`src/otps_pkg.sv`:
```
// package of the programming status block: register indices, field positions, timing
// assumes a 200 MHz aclk; registers sit at byte address four times their index
package otps_pkg;
  // ************************************************************
  // register indices (byte address = index * 4)
  // ************************************************************
  localparam logic [13:0] IDX_PROG_STAT  = 14'h0519;
  localparam logic [13:0] IDX_CUST1_STAT = 14'h051a;
  localparam logic [13:0] IDX_CUST2_STAT = 14'h051b;
  localparam logic [13:0] IDX_PROG_CTRL  = 14'h051c;
  localparam logic [13:0] IDX_UNLOCK     = 14'h051d;
  localparam logic [13:0] IDX_IRQ_STAT   = 14'h051e;
  localparam logic [13:0] IDX_IRQ_MASK   = 14'h051f;
  // ************************************************************
  // program_status fields
  // ************************************************************
  localparam int PS_UNLOCK = 7;
  localparam int PS_OT     = 6;
  localparam int PS_UV     = 5;
  localparam int PS_OV     = 4;
  localparam int PS_SUV    = 3;
  localparam int PS_SOV    = 2;
  localparam int PS_PERR   = 1;
  localparam int PS_DONE   = 0;
  // ************************************************************
  // page status fields
  // ************************************************************
  localparam int PG_LOADED = 7;
  localparam int PG_WARN   = 6;
  localparam int PG_LERR   = 5;
  localparam int PG_FMT    = 4;
  localparam int PG_VALID  = 3;
  localparam int PG_NOT_LOW  = 2;
  localparam int PG_NOT_HIGH = 1;
  localparam int PG_TRY    = 0;
  // ************************************************************
  // control, unlock and interrupt fields
  // ************************************************************
  localparam int CTRL_GO   = 0;
  localparam int CTRL_PAGE = 1;
  localparam logic [7:0] UNLOCK_KEY = 8'ha5;  // arbitrary value
  localparam int IRQ_DONE  = 0;
  localparam int IRQ_PERR  = 1;
  localparam int IRQ_SUPPLY = 2;
  localparam int IRQ_LERR  = 3;
  localparam int IRQ_WARN  = 4;
  localparam int IRQ_W     = 5;
  localparam logic [7:0] RST_BYTE = 8'h00;
  localparam logic [1:0] RESP_OKAY   = 2'b00;
  localparam logic [1:0] RESP_SLVERR = 2'b10;
  // ************************************************************
  // timing
  // ************************************************************
  localparam int CLK_MHZ       = 200;
  localparam int CHECK_TIME_US = 10;
  localparam int BURN_TIME_US  = 100;
  localparam int CHECK_CYCLES  = CHECK_TIME_US * CLK_MHZ;
  localparam int BURN_CYCLES   = BURN_TIME_US * CLK_MHZ;
  typedef enum logic [1:0] {
    OTPS_IDLE   = 2'b00,
    OTPS_CHECK  = 2'b01,
    OTPS_BURN   = 2'b10,
    OTPS_FINISH = 2'b11
  } otps_state_t;
endpackage

```
`src/otps_top.sv`:
```
// programming status and lock logic of the one-time-programmable store, AXI4-Lite slave
// assumes supply and temperature monitor pins are asynchronous, load engine on aclk
//
// Operation
// - read-only unlock flag enables programming launches
// - write to other register relocks, clears unlock
// - launch command also clears unlock flag
// - low supply in burn sets fault, launch clears
// - high supply in burn sets fault, launch clears
// - bad launch sets page-setting fault, launch clears
// - done set on completion, cleared by launch
// - loaded flag marks page selected and loaded
// - load warning on single-error correction
// - load fault on double-bit error
// - format fault when ok flags without attempt
// - valid flag after a burn that ends with no supply trip, including one stopped by overtemperature
// - not-low flag one when no low supply
// - not-high flag zero on high supply, forces low
// - try flag set once an attempt passes the voltage check
// - page 2 status mirrors page 1 layout
`timescale 1ns/100ps
`default_nettype none
module otps_top #(
  parameter int unsigned BURN_CYCLES = otps_pkg::BURN_CYCLES
) (
  // clock, reset, enable
  input  wire logic        aclk,
  input  wire logic        aresetn,
  input  wire logic        ce,
  // axi4-lite write
  input  wire logic [15:0] awaddr,
  input  wire logic        awvalid,
  output logic             awready,
  input  wire logic [31:0] wdata,
  input  wire logic [3:0]  wstrb,
  input  wire logic        wvalid,
  output logic             wready,
  output logic [1:0]       bresp,
  output logic             bvalid,
  input  wire logic        bready,
  // axi4-lite read
  input  wire logic [15:0] araddr,
  input  wire logic        arvalid,
  output logic             arready,
  output logic [31:0]      rdata,
  output logic [1:0]       rresp,
  output logic             rvalid,
  input  wire logic        rready,
  // monitor pins, asynchronous
  input  wire logic        supply_low_pin,
  input  wire logic        supply_high_pin,
  input  wire logic        overtemp_pin,
  // load engine, same clock
  input  wire logic        load_done,
  input  wire logic        load_page,
  input  wire logic        load_sec_seen,
  input  wire logic        load_ded_seen,
  // programming drive and interrupt
  output logic             burn_enable,
  output logic             burn_page,
  output logic             irq
);
  // ************************************************************
  // helpers
  // ************************************************************
  function automatic logic hit(input logic [15:0] a, input logic [13:0] idx);
    return a[15:2] == idx;
  endfunction
  // format fault: a supply verdict recorded on a page that was never tried
  function automatic logic fmt_of(input logic [7:0] p);
    return (p[otps_pkg::PG_NOT_LOW] | p[otps_pkg::PG_NOT_HIGH]) & ~p[otps_pkg::PG_TRY];
  endfunction
  function automatic logic [7:0] page_view(input logic [7:0] p);
    logic [7:0] v;
    v = p;
    v[otps_pkg::PG_FMT] = fmt_of(p);
    return v;
  endfunction

  logic [15:0] aw_addr_ff;
  logic        awready_ff;
  logic [7:0]  w_byte_ff;
  logic        w_lane_ff;
  logic        wready_ff;
  logic        bvalid_ff;
  logic [1:0]  bresp_ff;
  logic        arready_ff;
  logic        rvalid_ff;
  logic [31:0] rdata_ff;
  logic [1:0]  rresp_ff;
  logic        unlock_ff;
  logic [6:0]  flags_ff;
  logic [7:0]  page_ff [2];
  localparam int IRQ_W_L = otps_pkg::IRQ_W;
  logic [IRQ_W_L-1:0] irq_stat_ff;
  logic [IRQ_W_L-1:0] irq_mask_ff;
  logic        irq_ff;
  logic [2:0]  s1_ff, s2_ff, s3_ff, mon_ff;
  otps_pkg::otps_state_t state_ff;
  logic [15:0] cnt_ff;
  logic        page_sel_ff;
  logic        uv_seen_ff, ov_seen_ff;

  // ************************************************************
  // axi write channel
  // ************************************************************
  logic wr_fire, rd_fire, mapped_w, mapped_r;
  assign wr_fire = ce & ~awready_ff & ~wready_ff & ~bvalid_ff;
  assign rd_fire = ce & arvalid & arready_ff;
  assign mapped_w = hit(aw_addr_ff, otps_pkg::IDX_PROG_CTRL) | hit(aw_addr_ff, otps_pkg::IDX_UNLOCK)
                  | hit(aw_addr_ff, otps_pkg::IDX_IRQ_MASK);
  assign mapped_r = mapped_w | hit(araddr, otps_pkg::IDX_PROG_STAT)
                  | hit(araddr, otps_pkg::IDX_CUST1_STAT) | hit(araddr, otps_pkg::IDX_CUST2_STAT)
                  | hit(araddr, otps_pkg::IDX_IRQ_STAT);

  // address and data are captured independently, in either order
  always_ff @(posedge aclk) begin
    if (!aresetn) begin
      awready_ff <= 1'b1;
      wready_ff  <= 1'b1;
      aw_addr_ff <= 16'h0000;
      w_byte_ff  <= otps_pkg::RST_BYTE;
      w_lane_ff  <= 1'b0;
    end else if (ce) begin
      if (awvalid & awready_ff) begin
        awready_ff <= 1'b0;
        aw_addr_ff <= awaddr;
      end else if (wr_fire) begin
        awready_ff <= 1'b1;
      end
      if (wvalid & wready_ff) begin
        wready_ff <= 1'b0;
        w_byte_ff <= wdata[7:0];
        w_lane_ff <= wstrb[0];
      end else if (wr_fire) begin
        wready_ff <= 1'b1;
      end
    end
  end

  // response; read-only and unmapped words answer slverr
  always_ff @(posedge aclk) begin
    if (!aresetn) begin
      bvalid_ff <= 1'b0;
      bresp_ff  <= otps_pkg::RESP_OKAY;
    end else if (ce) begin
      if (wr_fire) begin
        bvalid_ff <= 1'b1;
        bresp_ff  <= mapped_w ? otps_pkg::RESP_OKAY : otps_pkg::RESP_SLVERR;
      end else if (bready) begin
        bvalid_ff <= 1'b0;
      end
    end
  end

  logic wr_lo, wr_ctrl, wr_key, wr_mask, go_wr, reject, start;
  assign wr_lo   = wr_fire & w_lane_ff;
  assign wr_ctrl = wr_lo & hit(aw_addr_ff, otps_pkg::IDX_PROG_CTRL);
  assign wr_key  = wr_lo & hit(aw_addr_ff, otps_pkg::IDX_UNLOCK) & (w_byte_ff == otps_pkg::UNLOCK_KEY);
  assign wr_mask = wr_lo & hit(aw_addr_ff, otps_pkg::IDX_IRQ_MASK);
  assign go_wr   = wr_ctrl & w_byte_ff[otps_pkg::CTRL_GO];
  // a bad request, a used or malformed page, or a busy engine is refused
  assign reject  = ~unlock_ff | (state_ff != otps_pkg::OTPS_IDLE)
                 | page_ff[w_byte_ff[otps_pkg::CTRL_PAGE]][otps_pkg::PG_TRY]
                 | fmt_of(page_ff[w_byte_ff[otps_pkg::CTRL_PAGE]]);
  assign start   = go_wr & ~reject;

  // ************************************************************
  // axi read channel
  // ************************************************************
  logic [7:0] rd_byte;
  always_comb begin
    rd_byte = otps_pkg::RST_BYTE;
    if (hit(araddr, otps_pkg::IDX_PROG_STAT))  rd_byte = {unlock_ff, flags_ff};
    if (hit(araddr, otps_pkg::IDX_CUST1_STAT)) rd_byte = page_view(page_ff[0]);
    if (hit(araddr, otps_pkg::IDX_CUST2_STAT)) rd_byte = page_view(page_ff[1]);
    if (hit(araddr, otps_pkg::IDX_IRQ_STAT))   rd_byte = {3'h0, irq_stat_ff};
    if (hit(araddr, otps_pkg::IDX_IRQ_MASK))   rd_byte = {3'h0, irq_mask_ff};
  end

  // one read outstanding; arready drops while the answer waits
  always_ff @(posedge aclk) begin
    if (!aresetn) begin
      arready_ff <= 1'b1;
      rvalid_ff  <= 1'b0;
      rdata_ff   <= 32'h0000_0000;
      rresp_ff   <= otps_pkg::RESP_OKAY;
    end else if (ce) begin
      if (rd_fire) begin
        arready_ff <= 1'b0;
        rvalid_ff  <= 1'b1;
        rdata_ff   <= {24'h00_0000, rd_byte};
        rresp_ff   <= mapped_r ? otps_pkg::RESP_OKAY : otps_pkg::RESP_SLVERR;
      end else if (rvalid_ff & rready) begin
        rvalid_ff  <= 1'b0;
        arready_ff <= 1'b1;
      end
    end
  end

  // ************************************************************
  // pin synchronisers
  // ************************************************************
  // a level counts only once the second and third stages agree
  always_ff @(posedge aclk) begin
    if (!aresetn) begin
      s1_ff  <= 3'h0;
      s2_ff  <= 3'h0;
      s3_ff  <= 3'h0;
      mon_ff <= 3'h0;
    end else if (ce) begin
      s1_ff <= {overtemp_pin, supply_high_pin, supply_low_pin};
      s2_ff <= s1_ff;
      s3_ff <= s2_ff;
      for (int i = 0; i < 3; i++) begin
        if (s2_ff[i] == s3_ff[i]) mon_ff[i] <= s3_ff[i];
      end
    end
  end
  logic mon_low, mon_high, mon_hot;
  assign mon_low  = mon_ff[0];
  assign mon_high = mon_ff[1];
  assign mon_hot  = mon_ff[2];

  // ************************************************************
  // programming sequencer
  // ************************************************************
  logic check_end, burn_end, check_abort, burn_abort;
  assign check_end   = cnt_ff == 16'(otps_pkg::CHECK_CYCLES - 1);
  assign burn_end    = cnt_ff == 16'(BURN_CYCLES - 1);
  assign check_abort = (state_ff == otps_pkg::OTPS_CHECK) & (mon_low | mon_high | mon_hot);
  assign burn_abort  = (state_ff == otps_pkg::OTPS_BURN) & (mon_low | mon_high | mon_hot);

  // voltage check first, then the burn; any monitor trip ends the attempt
  always_ff @(posedge aclk) begin
    if (!aresetn) begin
      state_ff    <= otps_pkg::OTPS_IDLE;
      cnt_ff      <= 16'h0000;
      page_sel_ff <= 1'b0;
    end else if (ce) begin
      case (state_ff)
        otps_pkg::OTPS_IDLE: begin
          cnt_ff <= 16'h0000;
          if (start) begin
            state_ff    <= otps_pkg::OTPS_CHECK;
            page_sel_ff <= w_byte_ff[otps_pkg::CTRL_PAGE];
          end
        end
        otps_pkg::OTPS_CHECK: begin
          cnt_ff <= cnt_ff + 16'h0001;
          if (check_abort) state_ff <= otps_pkg::OTPS_IDLE;
          else if (check_end) begin
            state_ff <= otps_pkg::OTPS_BURN;
            cnt_ff   <= 16'h0000;
          end
        end
        otps_pkg::OTPS_BURN: begin
          cnt_ff <= cnt_ff + 16'h0001;
          if (burn_abort) state_ff <= otps_pkg::OTPS_FINISH;
          else if (burn_end) state_ff <= otps_pkg::OTPS_FINISH;
        end
        otps_pkg::OTPS_FINISH: state_ff <= otps_pkg::OTPS_IDLE;
        default: state_ff <= otps_pkg::OTPS_IDLE;
      endcase
    end
  end

  // supply trips seen during the burn; a high supply also forces low
  always_ff @(posedge aclk) begin
    if (!aresetn) begin
      uv_seen_ff <= 1'b0;
      ov_seen_ff <= 1'b0;
    end else if (ce) begin
      if (state_ff == otps_pkg::OTPS_IDLE) begin
        uv_seen_ff <= 1'b0;
        ov_seen_ff <= 1'b0;
      end else if (burn_abort) begin
        uv_seen_ff <= mon_low | mon_high;
        ov_seen_ff <= mon_high;
      end
    end
  end

  // ************************************************************
  // unlock and program_status
  // ************************************************************
  always_ff @(posedge aclk) begin
    if (!aresetn) begin
      unlock_ff <= 1'b0;
    end else if (ce) begin
      if (wr_key) unlock_ff <= 1'b1;
      else if (wr_fire & ~hit(aw_addr_ff, otps_pkg::IDX_PROG_CTRL)) unlock_ff <= 1'b0;
      else if (go_wr) unlock_ff <= 1'b0;
    end
  end

  // launch clears the sticky flags; a same-cycle set wins
  logic [6:0] nxt_flags;
  always_comb begin
    nxt_flags = go_wr ? 7'h00 : flags_ff;
    if (go_wr & reject) nxt_flags[otps_pkg::PS_PERR] = 1'b1;
    if ((check_abort | burn_abort) & mon_hot) nxt_flags[otps_pkg::PS_OT] = 1'b1;
    if (burn_abort & (mon_low | mon_high)) nxt_flags[otps_pkg::PS_UV] = 1'b1;
    if (burn_abort & mon_high) nxt_flags[otps_pkg::PS_OV] = 1'b1;
    if (check_abort & mon_low) nxt_flags[otps_pkg::PS_SUV] = 1'b1;
    if (check_abort & mon_high) nxt_flags[otps_pkg::PS_SOV] = 1'b1;
    if (state_ff == otps_pkg::OTPS_FINISH) nxt_flags[otps_pkg::PS_DONE] = 1'b1;
  end
  always_ff @(posedge aclk) begin
    if (!aresetn) flags_ff <= 7'h00;
    else if (ce) flags_ff <= nxt_flags;
  end

  // ************************************************************
  // per-page status, reads leave it alone
  // ************************************************************
  always_ff @(posedge aclk) begin
    if (!aresetn) begin
      page_ff[0] <= otps_pkg::RST_BYTE;
      page_ff[1] <= otps_pkg::RST_BYTE;
    end else if (ce) begin
      if (load_done) begin
        page_ff[load_page][otps_pkg::PG_LOADED] <= 1'b1;
        page_ff[load_page][otps_pkg::PG_WARN]   <= load_sec_seen;
        page_ff[load_page][otps_pkg::PG_LERR]   <= load_ded_seen;
      end
      if ((state_ff == otps_pkg::OTPS_CHECK) & check_end & ~check_abort) begin
        page_ff[page_sel_ff][otps_pkg::PG_TRY] <= 1'b1;
      end
      if (state_ff == otps_pkg::OTPS_FINISH) begin
        page_ff[page_sel_ff][otps_pkg::PG_NOT_LOW]  <= ~uv_seen_ff;
        page_ff[page_sel_ff][otps_pkg::PG_NOT_HIGH] <= ~ov_seen_ff;
        page_ff[page_sel_ff][otps_pkg::PG_VALID] <= ~uv_seen_ff & ~ov_seen_ff;
      end
    end
  end

  // ************************************************************
  // interrupts
  // ************************************************************
  logic [IRQ_W_L-1:0] ev;
  logic               stat_rd;
  assign ev[otps_pkg::IRQ_DONE]   = state_ff == otps_pkg::OTPS_FINISH;
  assign ev[otps_pkg::IRQ_PERR]   = go_wr & reject;
  assign ev[otps_pkg::IRQ_SUPPLY] = check_abort | burn_abort;
  assign ev[otps_pkg::IRQ_LERR]   = load_done & load_ded_seen;
  assign ev[otps_pkg::IRQ_WARN]   = load_done & load_sec_seen;
  assign stat_rd = rd_fire & hit(araddr, otps_pkg::IDX_IRQ_STAT);

  // read clears, but an event in the same cycle survives
  always_ff @(posedge aclk) begin
    if (!aresetn) begin
      irq_stat_ff <= '0;
      irq_mask_ff <= '0;
      irq_ff      <= 1'b0;
    end else if (ce) begin
      irq_stat_ff <= (stat_rd ? '0 : irq_stat_ff) | ev;
      if (wr_mask) irq_mask_ff <= w_byte_ff[IRQ_W_L-1:0];
      irq_ff <= |(((stat_rd ? '0 : irq_stat_ff) | ev) & (wr_mask ? w_byte_ff[IRQ_W_L-1:0] : irq_mask_ff));
    end
  end

  // drive outputs, registered
  always_ff @(posedge aclk) begin
    if (!aresetn) begin
      burn_enable <= 1'b0;
      burn_page   <= 1'b0;
    end else if (ce) begin
      burn_enable <= (state_ff == otps_pkg::OTPS_BURN) & ~burn_abort & ~burn_end;
      burn_page   <= page_sel_ff;
    end
  end

  assign awready = awready_ff;
  assign wready  = wready_ff;
  assign bvalid  = bvalid_ff;
  assign bresp   = bresp_ff;
  assign arready = arready_ff;
  assign rvalid  = rvalid_ff;
  assign rdata   = rdata_ff;
  assign rresp   = rresp_ff;
  assign irq     = irq_ff;
endmodule // otps_top
`default_nettype wire

```
`config.mk`:
```
export PLATFORM = sky130hd
export DESIGN_NAME = otps_top
export DESIGN_NICKNAME = d
export VERILOG_FILES = /design/src/otps_pkg.sv /design/src/otps_top.sv
export SDC_FILE = /design/constraint.sdc
export NUM_CORES = 1
export LEC_CHECK = 0
export CAP_MARGIN = 20
export CORE_MARGIN = 2
export CORE_UTILIZATION = 59
export CTS_BUF_LIST = sky130_fd_sc_hd__clkbuf_8
export CTS_CLUSTER_SIZE = 16
export DETAILED_ROUTE_END_ITERATION = 8
export DONT_BUFFER_PORTS = 1
export GPL_TIMING_DRIVEN = 1
export PLACE_DENSITY_LB_ADDON = 0.12
export SLEW_MARGIN = 20
export SYNTH_ARGS = -nofsm -noshare
export SYNTH_HDL_FRONTEND = slang
export SYNTH_SLANG_ARGS = --single-unit
```
`constraint.sdc`:
```
create_clock -name aclk -period 2.2 [get_ports aclk]
set_clock_uncertainty 0.05 [all_clocks]
set_input_delay 0 -clock aclk [delete_from_list [all_inputs] [get_ports aclk]]
set_output_delay 0 -clock aclk [all_outputs]
set_load 0.02 [all_outputs]
```
==> impl_metrics.yaml <==
cts:
  clock_latency_ns: 0.38
  cts.sinks: 107
  cts_tree: "yes"
  cts_max_path_buffers: 2
  clk_pin_slew_ns: 0.11
  cts_made_buffers: 9
  root_buffer: "clkbuf_8"
  cts.htree.levels: 3
placement:
  placed_cells: 674
  port-buffer-count: 0
  gp_congestion: 0.861
  dpl.hpwl_um: 7660
  post-place-ws_ns: 0.0188
pwr:
  power_density_nw_per_um2: 619
  power_mw: 3.59
  peakVddDrop_v: 0.000412
  leakage_nw: 2.15
floorplan:
  initial_core_util_pct: 61.4
  fp.dieW_um: 97.0
  ioPinCount: 127
  die_y_um: 97.0
  die_area_um2: 9400
  coreArea_um2: 8300
  rows: 33
global_route:
  grt_pass1_wl_um: 18900
  antenna_found_initial: 0
  grt.total_usage_pct: 24.4
  grt_pass1_vias: 4017
  grt-ovfl-total: 0
  grt_max_degree: 95
outcome:
  status: "finished, final reports clean"
finish:
  nNetsFinal: 712
  diodes: 0
  final-seq-area_um2: 2250
  drive_above_1_share_pct: 9.70
  layout_common_cells: "nand2_1, dfxtp_1, nor2_1, dlygate4sd3_1, a21boi_0"
  final_util_pct: 70.0
  stdcell_count: 734
  area_growth_pct: 13.9
  fillers: 654
  multi_input_area_um2: 2620
synthesis:
  ys.flop_type: "dfxtp_1"
  syn_inst: 583
  yosysSeqAreaShare_pct: 44.0
  avgSynthCellArea_um2: 8.75
  synth_edf_count: 10
  ys_types: 63
  synth-async-reset-ratio_pct: 0
  yosysWarnings: 0
  synth_seq_cells: 107
  synth_area_um2: 5100
sta:
  slew_viol_final: 0
  tightest_slew_ns: 0.572
  fin_ws_ns: 0.0538
  setup_violations: 0
  post-route-period-util_pct: 97.6
  final_hold_viol_count: 0
  fmax_ghz: 0.466
  rsz0062_at_grt: "true"
  finalCriticalPeriod_ns: 2.15
  slew_headroom_pct: 61.8
  whs_ns: 0.0209
worst_setup_path:
  startpoint_type: "register"
  worstRegToRegCells: 6
  rr_startpoint: "aw_addr_ff[9]"
  crit_path_start: "aw_addr_ff[9]"
  critPathArrivalTime_ns: 2.37
  crit_path_max_fanout: 5
  cp.required_ns: 2.42
  crit_path_end_kind: "register"
  setup.worst_path.class: "reg2reg"
  rrSetupSlack_ns: 0.05
flow_run:
  maxCapViolations: 0
route:
  routed_wl_um: 11400
  wl_per_cell_um: 15.6
  via_per_inst: 5.72
  drtIter0Drc: 208
  route.antenna.remaining_nets: 0
  wl_met1_um: 5150
  post-route-drc-count: 0
  routed.top_layer: "met4"
  drt-pass1-iter-count: 5
  via_count: 4196
  wl_met2_um: 5470
  dr_wl_met3_um: 643
hold_path:
  hold_class: "in2reg"
report_power, final:
group	total (mW)	switching, mW	internal, mW
clock	1.19	0.726	0.469
combinational	0.338	0.192	0.145
sequential	2.06	0.0440	2.02
total	3.59	0.962	2.63
worst max-delay path: stages, from the launching register on:
cell	delay, ns
dfxtp_2	0.34
or4bb_4	0.55
or3_4	0.43
o31a_1	0.27
nor3_2	0.19
nand2_1	0.09
mux2i_1	0.12
per-layer routing:
layer,vias up,global-route usage (%)
met5,-,0
met4,0,8.45
met3,17,4.19
met2,144,40.4
met1,1981,32.1
li1,2054,-
Yosys cell counts (all sizes together) (3+ instances only):
cell | number | area [µm²]
o21ai | 23 | 119
a21o | 3 | 22.5
nand3 | 15 | 80.1
o211ai | 5 | 37.5
or2 | 3 | 18.8
xnor2 | 7 | 61.3
nor2 | 44 | 173
ha | 5 | 62.6
nor4 | 5 | 31.3
and3 | 5 | 31.3
mux2 | 9 | 105
a21oi | 16 | 80.1
nand2 | 94 | 353
o211a | 3 | 30.0
nor3 | 14 | 75.1
or3 | 3 | 23.8
buf | 29 | 215
nor2b | 32 | 200
nor3b | 3 | 22.5
dfxtp | 97 | 1940
o22ai | 3 | 18.8
mux2i | 15 | 150
xor2 | 6 | 52.6
a22oi | 7 | 57.6
and2 | 8 | 50.1
nand4 | 10 | 62.6
inv | 10 | 37.5
edfxtp | 10 | 300
a31oi | 7 | 43.8
clkbuf | 24 | 90.1
a21boi | 41 | 308
layout make-up:
cell class / count / share of cell area (%)
Timing Repair Buffer: 58 / 10.0
Clock buffer: 10 / 2.37
Multi-Input combinational cell: 438 / 45.1
Sequential cell: 107 / 38.7
Tap cell: 105 / 2.26
Clock inverter: 6 / 0.948
Inverter: 10 / 0.646
how the worst min path moves through the flow:
stage | start | end | slack (ns) | cells past startpoint
floorplan | awaddr[10] | aw_addr_ff[10] | 0.09 | 2
global placement | aresetn | wready | 0.03 | 1
detailed placement | aresetn | awready | 0.03 | 1
CTS | wvalid | w_byte_ff[3] | 0.002 | 3
global route | araddr[3] | rdata[0] | 0.03 | 4
finish | araddr[3] | rdata[4] | 0.02 | 4
flip-flops by register name, summed over array words and instances, names as in the netlist, 3 cells and up, named ones only:
name and count:
s3_ff 3, irq_stat_ff 5, flags_ff 7, mon_ff 3, irq_mask_ff 5, rdata 8, page_ff 14, s1_ff 3
s2_ff 3, aw_addr_ff 14, cnt_ff 16, w_byte_ff 8
through the flow:
step | instance area [µm²] | setup TNS, ns
floorplan | 5190 | 0
global placement | 5140 | 0
detailed placement | 5140 | 0
CTS | 5790 | 0
global route | 5810 | -0.0106
finish | 5810 | 0
cells by family after synthesis:
kind of cell / share of synthesized area, %
adders and majority gates: 1.23
and+or+nand+nor: 24.9
other: 0.0735
AOI/OAI and AO/OA: 15.9
muxes: 5.01
xor gates and xnor gates: 2.23
buffers and inverters: 6.72
DFF: 44.0
what timing repair did:
action	4_1_cts	5_1_grt
hold endpoints to repair	117	0
setup endpoints to repair	1	4
buffers inserted	0	1
hold buffers	43	0
gates resized for setup	1	6
pin swaps	0	5
Power figures use the tool's default switching activity.
